**config.mk**
```make
export PLATFORM = sky130hd
export DESIGN_NAME = serial_core
export DESIGN_NICKNAME = d
export VERILOG_FILES = /design/src/pkg/serial_core_pkg.sv /design/src/rtl/byte_fifo.sv /design/src/rtl/serial_core.sv
export VERILOG_INCLUDE_DIRS = /design/src /design/src/pkg
export SDC_FILE = /design/constraint.sdc
export NUM_CORES = 1
export LEC_CHECK = 0
export BUFFER_PORTS_ARGS = -buffer_cell sky130_fd_sc_hd__buf_2
export CAP_MARGIN = 30
export CORE_AREA = 2 2 186 152
export CTS_CLUSTER_SIZE = 12
export DETAILED_ROUTE_END_ITERATION = 10
export DIE_AREA = 0 0 188 154
export MAX_ROUTING_LAYER = met4
export PLACE_DENSITY = 0.66
export SLEW_MARGIN = 30
export SYNTH_ARGS = -nofsm -noshare
export SYNTH_HDL_FRONTEND = slang
export SYNTH_SLANG_ARGS = --single-unit
```
**constraint.sdc**
```tcl
create_clock -name sys_clk -period 4.7 [get_ports sys_clk]
set_input_delay 0.705 -clock sys_clk [delete_from_list [all_inputs] [get_ports sys_clk]]
set_output_delay 0.705 -clock sys_clk [all_outputs]
set_load 0.005 [all_outputs]
```
**src/pkg/serial_core_cfg.svh**
```systemverilog
// Constants of the serial core: mode codes, register reset values, field widths.
// Assumes inclusion by bare name from the package and the design file.
`ifndef SERIAL_CORE_CFG_SVH
`define SERIAL_CORE_CFG_SVH
`define MODE_W 3
`define MODE_USART_EXT 3'h0
`define MODE_USART_INT 3'h1
`define MODE_SPI_SLAVE 3'h2
`define MODE_SPI_MASTER 3'h3
`define MODE_I2C_SLAVE 3'h4
`define MODE_I2C_MASTER 3'h5
`define BAUD_W 16
`define BAUD_RESET 16'h0000
`define DBG_RESET 1'b0
`define ADDR_W 8
`define ADDR_RESET 8'h00
`define MIN_PULSE_W 8
`define MIN_PULSE_RESET 8'h00
`define SAMPLE_SEL_W 3
`define SAMPLE_SEL_RESET 3'h0
`define IR_HIGH_SLOTS 4'h3
`define IR_SLOTS_PER_BIT 5'h10
`define FIFO_DEPTH 16
`define BYTE_W 8
`endif

```
**src/pkg/serial_core_pkg.sv**
```systemverilog
// Types shared by the serial core.
// Assumes the constants header is on the include path.
`include "serial_core_cfg.svh"
package serial_core_pkg;
	typedef enum logic [2:0] {
		usart_ext = `MODE_USART_EXT,
		usart_int = `MODE_USART_INT,
		spi_slave = `MODE_SPI_SLAVE,
		spi_master = `MODE_SPI_MASTER,
		i2c_slave = `MODE_I2C_SLAVE,
		i2c_master = `MODE_I2C_MASTER
	} op_mode_t;
	typedef struct packed {
		logic [`MODE_W-1:0] mode;
		logic [`BAUD_W-1:0] baud;
		logic [`SAMPLE_SEL_W-1:0] sample_rate_select;
		logic [`MIN_PULSE_W-1:0] rx_min_pulse_length;
		logic [`ADDR_W-1:0] match_addr;
		logic ir_enable;
	} cfg_t;
	typedef struct packed {
		logic tick_div1;
		logic tick_div2;
		logic tick_div16;
	} baud_ticks_t;
endpackage

```
**src/rtl/byte_fifo.sv**
```systemverilog
// Synchronous FIFO with valid/ready on both sides.
// Assumes one clock and an asynchronous active-high reset.
`timescale 1ns/1ps
module byte_fifo #(
	parameter int WIDTH = 8,
	parameter int DEPTH = 16
) (
	input wire logic sys_clk, // clock
	input wire logic reset, // async reset
	input wire logic flush, // clears contents
	input wire logic [WIDTH-1:0] in_data, // write data
	input wire logic in_valid, // write request
	output logic in_ready, // not full
	output logic [WIDTH-1:0] out_data, // head word
	output logic out_valid, // not empty
	input wire logic out_ready // consumer takes head
);
	localparam int AW = $clog2(DEPTH);
	logic [WIDTH-1:0] mem [DEPTH];
	logic [AW:0] wr_ptr, rd_ptr, next_wr_ptr, next_rd_ptr;
	logic do_wr, do_rd;
	logic next_in_ready;
	always_comb begin
		out_valid = wr_ptr != rd_ptr;
		out_data = mem[rd_ptr[AW-1:0]];
		do_wr = in_valid && in_ready;
		do_rd = out_valid && out_ready;
		next_wr_ptr = flush ? '0 : wr_ptr + (AW+1)'(do_wr);
		next_rd_ptr = flush ? '0 : rd_ptr + (AW+1)'(do_rd);
		// Registered so the not-full flag leaves the block from a flop
		next_in_ready = (next_wr_ptr - next_rd_ptr) != (AW+1)'(DEPTH);
	end
	always_ff @(posedge sys_clk or posedge reset) begin
		if (reset) begin
			wr_ptr <= '0;
			rd_ptr <= '0;
			in_ready <= 1'b1;
		end else begin
			wr_ptr <= next_wr_ptr;
			rd_ptr <= next_rd_ptr;
			in_ready <= next_in_ready;
		end
	end
	always_ff @(posedge sys_clk) begin
		if (do_wr) begin
			mem[wr_ptr[AW-1:0]] <= in_data;
		end
	end
endmodule // byte_fifo

```
**src/rtl/serial_core.sv**
```systemverilog
// Serial core: role selection, enable, soft reset, baud generator, IR coding, address match.
// Assumes synchronous inputs, register writes presented as byte-enabled words.
// Behaviour
// (RULE_01) Mode field picks USART, SPI or I2C role
// (RULE_02) Enable bit starts and stops the core
// (RULE_03) Soft reset restores registers except debug
// (RULE_04) Baud rate from divider and reference
// (RULE_05) Reference is core or external clock
// (RULE_06) Async: transmit /16, receive /1 ticks
// (RULE_07) Sync roles use the /2 tick
// (RULE_08) Tick choice follows mode automatically
// (RULE_09) Address comparison for SPI and I2C roles
// (RULE_10) IR zero is 3/16-bit high pulse
// (RULE_11) Software sets 16x sampling before IR
// (RULE_12) Byte, halfword and word writes accepted
// (RULE_13) Enable-protected registers locked while enabled
// (RULE_14) Protected registers ignore writes under protection
// (RULE_15) IR pulse accepted at minimum length; the code accepts only pulses longer than rx_min_pulse_length
// (RULE_16) Soft reset bit self-clears when done
`timescale 1ns/1ps
`include "serial_core_cfg.svh"
module serial_core #(
	parameter int BAUD_W = `BAUD_W,
	parameter int FIFO_DEPTH = `FIFO_DEPTH
) (
	input wire logic sys_clk, // 40 MHz clock
	input wire logic reset, // async active-high reset
	input wire logic ext_clk_tick, // external reference enable pulse
	input wire logic [1:0] reg_sel, // 0 control, 1 baud, 2 addr/min pulse, 3 debug
	input wire logic [31:0] reg_wdata, // write data
	input wire logic [3:0] reg_be, // byte enables
	input wire logic reg_write, // write strobe
	input wire logic write_protect, // access protection active
	input wire logic [7:0] tx_data, // transmit byte
	input wire logic tx_valid, // transmit byte offered
	output logic tx_ready, // FIFO can take a byte
	input wire logic rx_line, // serial receive line
	input wire logic [7:0] rx_addr, // address seen on SPI/I2C line
	input wire logic rx_addr_valid, // address strobe
	output logic tx_line, // serial / IR transmit line
	output logic rx_bit, // decoded receive bit
	output logic rx_bit_valid, // decoded bit strobe
	output logic addr_match, // address compare hit
	output logic enabled, // core enabled
	output logic soft_reset_busy, // soft reset bit readback
	output logic serial_tick, // selected engine tick
	output logic debug_run // debug control readback
);
	localparam int REG_CTRL = 0;
	localparam int REG_BAUD = 1;
	localparam int REG_ADDR = 2;
	localparam int REG_DBG = 3;
	// Control register bits: 0 soft reset, 1 enable, 4:2 mode, 7 ir, 15:13 sample rate
	serial_core_pkg::cfg_t cfg, next_cfg;
	serial_core_pkg::baud_ticks_t ticks;
	logic en, next_en, srst, next_srst, dbg, next_dbg;
	logic [BAUD_W-1:0] baud_cnt, next_baud_cnt;
	logic [3:0] div16_cnt, next_div16_cnt;
	logic div2_ph, next_div2_ph;
	logic ref_tick, tick_sel;
	logic [7:0] fifo_data;
	logic fifo_valid, fifo_take;
	logic [3:0] slot, next_slot;
	logic [8:0] tx_shift, next_tx_shift;
	logic [3:0] tx_bits, next_tx_bits;
	logic [7:0] rx_width, next_rx_width;
	logic rx_hit, next_rx_hit;
	logic rx_prev, next_rx_prev;
	logic [3:0] rx_slot, next_rx_slot;
	logic o_tx, next_o_tx, o_rxb, next_o_rxb, o_rxv, next_o_rxv, o_match, next_o_match;

	function automatic logic is_sync_role(input logic [2:0] m);
		return m != `MODE_USART_EXT && m != `MODE_USART_INT;
	endfunction

	function automatic logic [7:0] merge_byte(input logic [7:0] old, input int lane);
		return reg_be[lane] ? reg_wdata[lane*8 +: 8] : old;
	endfunction

	// Register file
	always_comb begin
		logic [31:0] w;
		logic [31:0] c;
		w = '0;
		c = '0;
		next_cfg = cfg;
		next_en = en;
		next_srst = 1'b0; // see (RULE_16)
		next_dbg = dbg;
		c = {16'h0000, cfg.sample_rate_select, 5'h00, cfg.ir_enable, 2'b00, cfg.mode, en, srst};
		if (reg_write && !write_protect) begin // see (RULE_14)
			unique case (reg_sel)
				2'(REG_CTRL): begin
					for (int i = 0; i < 4; i++) begin
						w[i*8 +: 8] = merge_byte(c[i*8 +: 8], i); // see (RULE_12)
					end
					next_en = w[1]; // see (RULE_02)
					if (!en) begin // see (RULE_13)
						next_cfg.mode = w[4:2]; // see (RULE_01)
						next_cfg.ir_enable = w[7];
						next_cfg.sample_rate_select = w[15:13];
					end
					if (w[0]) begin
						next_srst = 1'b1;
					end
				end
				2'(REG_BAUD): begin
					if (!en) begin // see (RULE_13)
						w[15:0] = cfg.baud;
						for (int i = 0; i < 2; i++) begin
							w[i*8 +: 8] = merge_byte(cfg.baud[i*8 +: 8], i); // see (RULE_12)
						end
						next_cfg.baud = w[BAUD_W-1:0];
					end
				end
				2'(REG_ADDR): begin
					next_cfg.match_addr = merge_byte(cfg.match_addr, 0);
					if (!en) begin // see (RULE_13)
						next_cfg.rx_min_pulse_length = merge_byte(cfg.rx_min_pulse_length, 1);
					end
				end
				2'(REG_DBG): begin
					if (reg_be[0]) begin
						next_dbg = reg_wdata[0];
					end
				end
			endcase
		end
		if (srst) begin // see (RULE_03)
			next_cfg = '{`MODE_USART_EXT, `BAUD_RESET, `SAMPLE_SEL_RESET, `MIN_PULSE_RESET,
				`ADDR_RESET, 1'b0};
			next_en = 1'b0;
		end
	end

	always_ff @(posedge sys_clk or posedge reset) begin
		if (reset) begin
			cfg <= '{`MODE_USART_EXT, `BAUD_RESET, `SAMPLE_SEL_RESET, `MIN_PULSE_RESET,
				`ADDR_RESET, 1'b0};
			en <= 1'b0;
			srst <= 1'b0;
			dbg <= `DBG_RESET;
		end else begin
			cfg <= next_cfg;
			en <= next_en;
			srst <= next_srst;
			dbg <= next_dbg;
		end
	end

	// Baud generator: period is baud+1 reference ticks
	always_comb begin
		ref_tick = (cfg.mode == `MODE_USART_EXT) ? ext_clk_tick : 1'b1; // see (RULE_05)
		next_baud_cnt = baud_cnt;
		next_div16_cnt = div16_cnt;
		next_div2_ph = div2_ph;
		ticks.tick_div1 = 1'b0;
		if (!en) begin
			next_baud_cnt = '0;
			next_div16_cnt = '0;
			next_div2_ph = 1'b0;
		end else if (ref_tick) begin
			if (baud_cnt >= cfg.baud) begin // see (RULE_04)
				next_baud_cnt = '0;
				ticks.tick_div1 = 1'b1;
				next_div16_cnt = div16_cnt + 4'h1;
				next_div2_ph = !div2_ph;
			end else begin
				next_baud_cnt = baud_cnt + BAUD_W'(1);
			end
		end
		ticks.tick_div2 = ticks.tick_div1 && div2_ph;
		ticks.tick_div16 = ticks.tick_div1 && (div16_cnt == 4'hF);
		// Async roles bit-time on /16, sample on /1; sync roles on /2
		tick_sel = is_sync_role(cfg.mode) ? ticks.tick_div2 : ticks.tick_div16; // see (RULE_06)
	end // see (RULE_07) (RULE_08)

	always_ff @(posedge sys_clk or posedge reset) begin
		if (reset) begin
			baud_cnt <= '0;
			div16_cnt <= 4'h0;
			div2_ph <= 1'b0;
		end else begin
			baud_cnt <= next_baud_cnt;
			div16_cnt <= next_div16_cnt;
			div2_ph <= next_div2_ph;
		end
	end

	byte_fifo #(.WIDTH(`BYTE_W), .DEPTH(FIFO_DEPTH)) u_tx_fifo (
		.sys_clk(sys_clk),
		.reset(reset),
		.flush(srst),
		.in_data(tx_data),
		.in_valid(tx_valid),
		.in_ready(tx_ready),
		.out_data(fifo_data),
		.out_valid(fifo_valid),
		.out_ready(fifo_take)
	);

	// Transmitter: start bit, 8 data bits LSB first; idle high on the plain line, idle low with IR
	always_comb begin
		fifo_take = en && !is_sync_role(cfg.mode) && tx_bits == 4'h0 && fifo_valid;
		next_tx_shift = tx_shift;
		next_tx_bits = tx_bits;
		next_slot = slot;
		next_o_tx = o_tx;
		if (!en) begin
			next_tx_bits = 4'h0;
			next_slot = 4'h0;
			next_o_tx = cfg.ir_enable ? 1'b0 : 1'b1;
		end else if (fifo_take) begin
			next_tx_shift = {fifo_data, 1'b0};
			next_tx_bits = 4'h9;
			next_slot = 4'h0;
		end else if (tx_bits != 4'h0 && ticks.tick_div1) begin
			next_slot = slot + 4'h1;
			if (cfg.ir_enable) begin
				// Zero bit: high for the first 3 of 16 slots; one bit: no pulse
				next_o_tx = !tx_shift[0] && (slot < `IR_HIGH_SLOTS); // see (RULE_10) (RULE_11)
			end else begin
				next_o_tx = tx_shift[0];
			end
			if (slot == 4'(`IR_SLOTS_PER_BIT - 5'h01)) begin
				next_tx_shift = {1'b1, tx_shift[8:1]};
				next_tx_bits = tx_bits - 4'h1;
			end
		end else if (tx_bits == 4'h0) begin
			next_o_tx = cfg.ir_enable ? 1'b0 : 1'b1;
		end
	end

	always_ff @(posedge sys_clk or posedge reset) begin
		if (reset) begin
			tx_shift <= 9'h1FF;
			tx_bits <= 4'h0;
			slot <= 4'h0;
			o_tx <= 1'b1;
		end else begin
			tx_shift <= next_tx_shift;
			tx_bits <= next_tx_bits;
			slot <= next_slot;
			o_tx <= next_o_tx;
		end
	end

	// IR receive decoder and address compare
	always_comb begin
		next_rx_prev = rx_line;
		next_rx_width = rx_width;
		next_rx_hit = rx_hit;
		next_rx_slot = rx_slot;
		next_o_rxb = o_rxb;
		next_o_rxv = 1'b0;
		next_o_match = o_match;
		// Width counts high cycles, the current one included
		if (rx_line) begin
			if (!rx_prev) begin
				next_rx_width = 8'h01;
			end else if (rx_width != 8'hFF) begin
				next_rx_width = rx_width + 8'h01;
			end
		end
		if (en && cfg.ir_enable) begin
			if (rx_line && !rx_prev) begin
				// Bit window restarts at every pulse start
				next_rx_slot = 4'h0;
			end else if (ticks.tick_div1) begin
				next_rx_slot = rx_slot + 4'h1;
				if (rx_slot == 4'h7) begin
					next_o_rxb = !rx_hit; // see (RULE_15)
					next_o_rxv = 1'b1;
					next_rx_hit = 1'b0;
				end
			end
		end
		// Acceptance after the readout clear, so a hit in that cycle is kept
		if (rx_line && next_rx_width > cfg.rx_min_pulse_length) begin // see (RULE_15)
			next_rx_hit = 1'b1;
		end
		if (en && is_sync_role(cfg.mode) && rx_addr_valid) begin
			next_o_match = rx_addr == cfg.match_addr; // see (RULE_09)
		end
		if (!en) begin
			next_o_match = 1'b0;
		end
	end

	always_ff @(posedge sys_clk or posedge reset) begin
		if (reset) begin
			rx_prev <= 1'b0;
			rx_width <= 8'h00;
			rx_hit <= 1'b0;
			rx_slot <= 4'h0;
			o_rxb <= 1'b1;
			o_rxv <= 1'b0;
			o_match <= 1'b0;
			serial_tick <= 1'b0;
		end else begin
			rx_prev <= next_rx_prev;
			rx_width <= next_rx_width;
			rx_hit <= next_rx_hit;
			rx_slot <= next_rx_slot;
			o_rxb <= next_o_rxb;
			o_rxv <= next_o_rxv;
			o_match <= next_o_match;
			serial_tick <= tick_sel;
		end
	end

	assign tx_line = o_tx;
	assign rx_bit = o_rxb;
	assign rx_bit_valid = o_rxv;
	assign addr_match = o_match;
	assign enabled = en;
	assign soft_reset_busy = srst;
	assign debug_run = dbg;
endmodule // serial_core

```
Word-level counts from Yosys, hierarchy flattened
Memories as Yosys holds them, arrays and structs flattened.
Index checks and enable logic that the tools add are counted.
- $lt $le $gt $ge: 3
- reductions and logical operators: 53
- eq/ne operators: 20
- $add $sub $neg: 9
- multiplexer cells: 72
- bitwise logic cells: 1
- operators by type and width (operator ; count):
    two-way mux 16 bit ; 6
    two-way mux 39 bit ; 2
    two-way mux 8 bit ; 8
    two-way mux 4 bit ; 12
    two-way mux 1 bit ; 35
    two-way mux 9 bit ; 3
    AND reduction 4 bit ; 6
    nonzero test 2 bit ; 12
    adder 16 x 1 -> 16 bit, second input constant ; 1
    >= comparator 16 bit ; 1
    logical AND 1 bit ; 16
    adder 4 x 1 -> 4 bit, second input constant ; 3
    two-way mux 3 bit ; 4
    != test 3 x 1 -> 1 bit, second input constant ; 4
    AND reduction 3 bit ; 4
    adder 5 x 1 -> 5 bit ; 2
    two-way mux 5 bit ; 2
    != test 2 x 1 -> 1 bit, second input constant ; 5
    adder 8 x 1 -> 8 bit, second input constant ; 1
    equality test 4 bit, second input constant ; 2
    equality test 8 bit ; 1
    greater-than comparator 8 bit ; 1
    != test 8 bit, second input constant ; 1
    AND reduction 2 bit ; 4
    other kinds (16) ; 22
- register bits: 107
- word-level logic and storage cells: 186
- memories kept: 1
- output and inout bits: 9
- memory bits (writable): 128
- memories (memory ; words ; bits a word ; read ports ; clocked after memory_dff ; wr ports ; line ; RTL):
    u_tx_fifo.mem ; 16 ; 8 ; 1 ; 0 ; 1 ; byte_fifo.sv:19 ; logic [WIDTH-1:0] mem [DEPTH];

Logic depth before layout (Yosys ltp)
- word-level depth: 11
- mapped depth: 17
- mapped depth without buffers: 16

Cells and area by module
A second synthesis with hierarchy kept.
- cells, all modules: 893
- area, all modules: 11055.6 µm²
- by module, submodules not included (module ; instances ; cells an instance ; area each (µm²)):
    byte_fifo ; 1 ; 336 ; 5770.5
    serial_core ; 1 ; 557 ; 5285.1

Least setup slack after synthesis
Ideal clock, no wire load.
- path kind: register to register
- start: register tx_bits[0]
- end: register u_tx_fifo.in_ready
- path buffers: 1
- setup time: 0.088 ns
- cell stages (with the launch flop): 16
- path slack: 1.775 ns
- data arrival time: 2.837 ns
- cell sequence: dfrtp_1 > inv_1 > ha_1 > nor3b_1 > nand3_1 > a41o_1 > inv_1 > buf_2 > ha_1 > nand3_1 > xor2_1 > or2_2 > ha_1 > xnor3_1 > o2bb2ai_1 > nand4_1
- word-level cells in the longest chain between the ends: 8
- RTL lines (what ; line ; RTL):
    start, declared ; serial_core.sv:65 ; logic [3:0] tx_bits, next_tx_bits;
    start signal, assigned ; serial_core.sv:242 ; tx_bits <= next_tx_bits;
    logical NOT 4 bit ; serial_core.sv:204 ; fifo_take = en && !is_sync_role(cfg.mode) && tx_bits == 4'h0 && fifo_valid;
    logical AND 1 bit (2 in a row) ; serial_core.sv:204 ;
    logical AND 1 bit ; byte_fifo.sv:27 ; do_rd = out_valid && out_ready;
    adder 5 x 1 -> 5 bit ; byte_fifo.sv:29 ; next_rd_ptr = flush ? '0 : rd_ptr + (AW+1)'(do_rd);
    two-way mux 5 bit ; byte_fifo.sv:29 ;
    subtractor 5 bit ; byte_fifo.sv:31 ; next_in_ready = (next_wr_ptr - next_rd_ptr) != (AW+1)'(DEPTH);
    != test 5 bit ; byte_fifo.sv:31 ;
    named net u_tx_fifo.next_in_ready ; byte_fifo.sv:22 ; logic next_in_ready;
    end signal, assigned ; byte_fifo.sv:41 ; in_ready <= next_in_ready;
    end, declared ; byte_fifo.sv:13 ; output logic in_ready,
The timed path passes the listed nets, and every way through them passes these cells.
A chain may end at the register's enable or synchronous reset.

Final worst setup path
Same ends and word-level chain as after synthesis.

==> implementation parameters <==
Parameter                              Value

Status
  Status    complete, no violations

Global route
  Vias in the first global route    6314
  Global Route Usage Sum    0.157
  Maximum number of pins on one net before global-route repair    43
  Sum of overflow across all layers after global routing    0
  Antenna violations before repair    0
  First-pass GRT wire length    35100 um

Job
  # Max-Cap Violations    0

Clocking
  Inserted Clock Buffers    25
  Depth of the CTS H-tree    1
  Number of cells upsized or downsized after cts    0
  Clock tree from TritonCTS    done
  Clock insertion delay at the later pin of the skew report    0.54 ns
  Clock transition at the registers of the reported paths    0.06 ns
  Longest Clk Path Bufs    3
  Clock sink total    235
  Number of buffers added to fix hold violations after cts    0
  CTS Root Cell    sky130_fd_sc_hd__clkbuf_16
  Setup Buffers After CTS    0

Floorplan
  Overall die height    154 um
  Die area    29000 um^2
  I/O pins    71
  Horizontal die dimension    188 um
  Placeable core region    27000 um^2
  Initial Utilization    0.397
  Total number of placement rows    54

Drt
  Drt total wl    21600 um
  Antenna-violating nets left    0
  Vias per Instance    5.14
  Detailed Routing Iterations Pass 1    4
  Detail-routed net length per standard cell    17.3 um
  Total vias in the final route    6424
  Post-route DRC violation count    0
  First DRT Iteration DRCs    515

Placement
  Worst setup slack after placement    1.16 ns
  Final GP Congestion    0.778
  Number of input and output port buffers inserted    52
  HPWL after DPL    14500 um

STA
  RSZ-0062 raised after global routing    false
  Final-report hold violation count    0
  Crit path setup slack, layout    1.13 ns
  Slew margin rel.    0.336
  Part of the cycle the worst path needs    0.759
  Final setup viols    0
  Slew at the pin closest to its max-slew limit    0.992 ns
  FMAX    280 MHz
  Clock Skews    0.0174 ns
  Count of final max-slew check failures    0
  Shortest period the worst path allows    3.57 ns
  Accumulated negative setup slack    0 ns

Critical path
  Req. time, crit path    5.15 ns
  Endpoint kind of the worst setup timing path    flop
  Critical path peak fanout    13
  Kind of start point of the critical path    flop
  Critical register-to-register path endpoint    u_tx_fifo.in_ready
  Worst flop-to-flop path startpoint    tx_bits[0]
  Crit Path Category    reg2reg
  Arrival time at the worst endpoint    4.02 ns
  Worst reg2reg path depth    14
  Reg2reg setup slack    1.13 ns

Layout
  Share of cells above drive strength 1    0.193
  Syn-to-layout area delta    13.8%
  Filler Cells Inserted    2404
  # diodes    0
  Final nets    968
  Util after Layout    0.451

Synth
  Register bit total from synthesis    235
  Post-synth net total    906
  Count of warnings emitted by yosys    0
  Share of synthesized registers carrying an async set or reset    0.455
  Number of synthesized flops with an enable pin    128
  Synth cell types    63
  Sequential share of the synthesized area    0.611
  Ys flop type    sky130_fd_sc_hd__edfxtp_1
  Most area-consuming cells after synthesis    sky130_fd_sc_hd__edfxtp_1 (36%), sky130_fd_sc_hd__dfrtp_1 (22%), sky130_fd_sc_hd__mux4_2 (8.4%)
  Share of Yosys cell area claimed by the top area cell type    0.359
  Cells after synthesis    806
  Cell area after synthesis    10700 um^2
  Largest area contributor in the netlist    sky130_fd_sc_hd__edfxtp_1
  Average instance area after synthesis    13.3 um^2

Hold path
  Worst hold path class    in2async

Power and ir drop
  Leakage Power    4.78 nW
  Worst IR drop on VDD    0.432 mV
  Power after layout    6.18 mW
  Pwr per Cell Area    507 nW/um^2
==> layer usage <==
metal | up-vias | GRT usage | share of wire
li1 | 3074 | - | -
met1 | 3187 | 0.233 | 0.49
met2 | 134 | 0.230 | 0.45
met3 | 29 | 0.0235 | 0.042
met4 | 0 | 0.0330 | 0.017
met5 | - | - | 0
==> logic make-up after synthesis <==
kind of cell    after synthesis  share of synthesized area
buf+inv                      75                     0.0287
mux                          54                     0.0976
flops                       235                      0.611
fa+ha+maj                    38                     0.0445
xor+xnor                     43                     0.0365
simple gates                251                      0.112
compound gates              110                     0.0699
==> cell usage after synthesis, types with 14 or more instances <==
cell type and count:
sky130_fd_sc_hd__clkbuf_1 14, sky130_fd_sc_hd__edfxtp_1 128, sky130_fd_sc_hd__nand3_1 28, sky130_fd_sc_hd__nand2b_1 26, sky130_fd_sc_hd__nor2_1 64, sky130_fd_sc_hd__dfrtp_1 95
sky130_fd_sc_hd__mux4_2 40, sky130_fd_sc_hd__nand2_1 80, sky130_fd_sc_hd__o21ai_0 42, sky130_fd_sc_hd__ha_1 38, sky130_fd_sc_hd__xnor2_1 25, sky130_fd_sc_hd__xor2_1 17
sky130_fd_sc_hd__inv_1 43
==> how the worst max path moves through the flow <==
stage	slack (ns)	depth (start not counted)	startpoint	to
2_1_floorplan	1.20	1	reset	addr_match
3_3_place_gp	1.20	14	tx_bits[0]	u_tx_fifo.in_ready
3_5_place_dp	1.16	14	tx_bits[0]	u_tx_fifo.in_ready
4_1_cts	1.08	14	tx_bits[0]	u_tx_fifo.in_ready
5_1_grt	0.81	14	tx_bits[0]	u_tx_fifo.in_ready
6_report	1.13	14	tx_bits[0]	u_tx_fifo.in_ready
==> through the flow <==
step | instances | hold WS [ns] | area, um^2
floorplan | 806 | 0.389 | 10700
global placement | 1204 | 0.409 | 11400
detailed placement | 1204 | 0.413 | 11400
CTS | 1250 | 0.241 | 12200
global route | 1251 | 0.265 | 12200
finish | 1251 | 0.222 | 12200
==> where the power goes <==
group,leakage [nW],switching [mW],internal (mW)
logic,1.89,0.862,0.764
registers,2.52,0.195,2.51
clock network,0.371,0.797,1.04
total,4.78,1.85,4.32
==> critical path, stage by stage (launching register included) <==
cell                        delay, ns
sky130_fd_sc_hd__dfrtp_1         0.40
sky130_fd_sc_hd__inv_1           0.08
sky130_fd_sc_hd__ha_1            0.19
sky130_fd_sc_hd__nor3b_1         0.30
sky130_fd_sc_hd__nand3_1         0.16
sky130_fd_sc_hd__a41o_1          0.36
sky130_fd_sc_hd__inv_1           0.38
sky130_fd_sc_hd__ha_1            0.27
sky130_fd_sc_hd__nand3_1         0.10
sky130_fd_sc_hd__xor2_1          0.17
sky130_fd_sc_hd__or2_2           0.29
sky130_fd_sc_hd__ha_1            0.21
sky130_fd_sc_hd__xnor3_1         0.36
sky130_fd_sc_hd__o2bb2ai_1       0.12
sky130_fd_sc_hd__nand4_1         0.11
==> cell type report <==
class / instances / area [um^2] / area share
clock buffers: 41 / 716 / 0.0588
clock inverters: 5 / 43.8 / 0.00360
inverters: 43 / 164 / 0.0135
multi-input cells: 496 / 3880 / 0.319
flip-flops and latches: 235 / 6540 / 0.537
well taps: 364 / 455 / 0.0374
repair buffers: 67 / 373 / 0.0306
==> cells in the final DEF, fill, tap and decap left out, types with 8 or more instances in the layout <==
| cell | instances |
|---|---|
| sky130_fd_sc_hd__a21o_1 | 8 |
| sky130_fd_sc_hd__a21oi_1 | 13 |
| sky130_fd_sc_hd__buf_2 | 52 |
| sky130_fd_sc_hd__buf_4 | 15 |
| sky130_fd_sc_hd__clkbuf_1 | 13 |
| sky130_fd_sc_hd__clkbuf_16 | 25 |
| sky130_fd_sc_hd__dfrtp_1 | 94 |
| sky130_fd_sc_hd__dfstp_2 | 12 |
| sky130_fd_sc_hd__edfxtp_1 | 128 |
| sky130_fd_sc_hd__ha_1 | 38 |
| sky130_fd_sc_hd__inv_1 | 42 |
| sky130_fd_sc_hd__mux2i_1 | 12 |
| sky130_fd_sc_hd__mux4_2 | 40 |
| sky130_fd_sc_hd__nand2_1 | 80 |
| sky130_fd_sc_hd__nand2b_1 | 26 |
| sky130_fd_sc_hd__nand3_1 | 28 |
| sky130_fd_sc_hd__nand4_1 | 13 |
| sky130_fd_sc_hd__nor2_1 | 62 |
| sky130_fd_sc_hd__nor3_1 | 11 |
| sky130_fd_sc_hd__o211ai_1 | 9 |
| sky130_fd_sc_hd__o21ai_0 | 42 |
| sky130_fd_sc_hd__xnor2_1 | 25 |
| sky130_fd_sc_hd__xor2_1 | 17 |
==> state kept, by name, indices dropped and copies added, names as in the netlist, 4 cells and up <==
register          count
u_tx_fifo.rd_ptr      5
rx_width              8
u_tx_fifo.wr_ptr      5
tx_bits               4
slot                  4
div16_cnt             4
rx_slot               4
tx_shift              9
baud_cnt             16
cfg                  36
u_tx_fifo.mem       128
(Power assumes the default switching activity.)
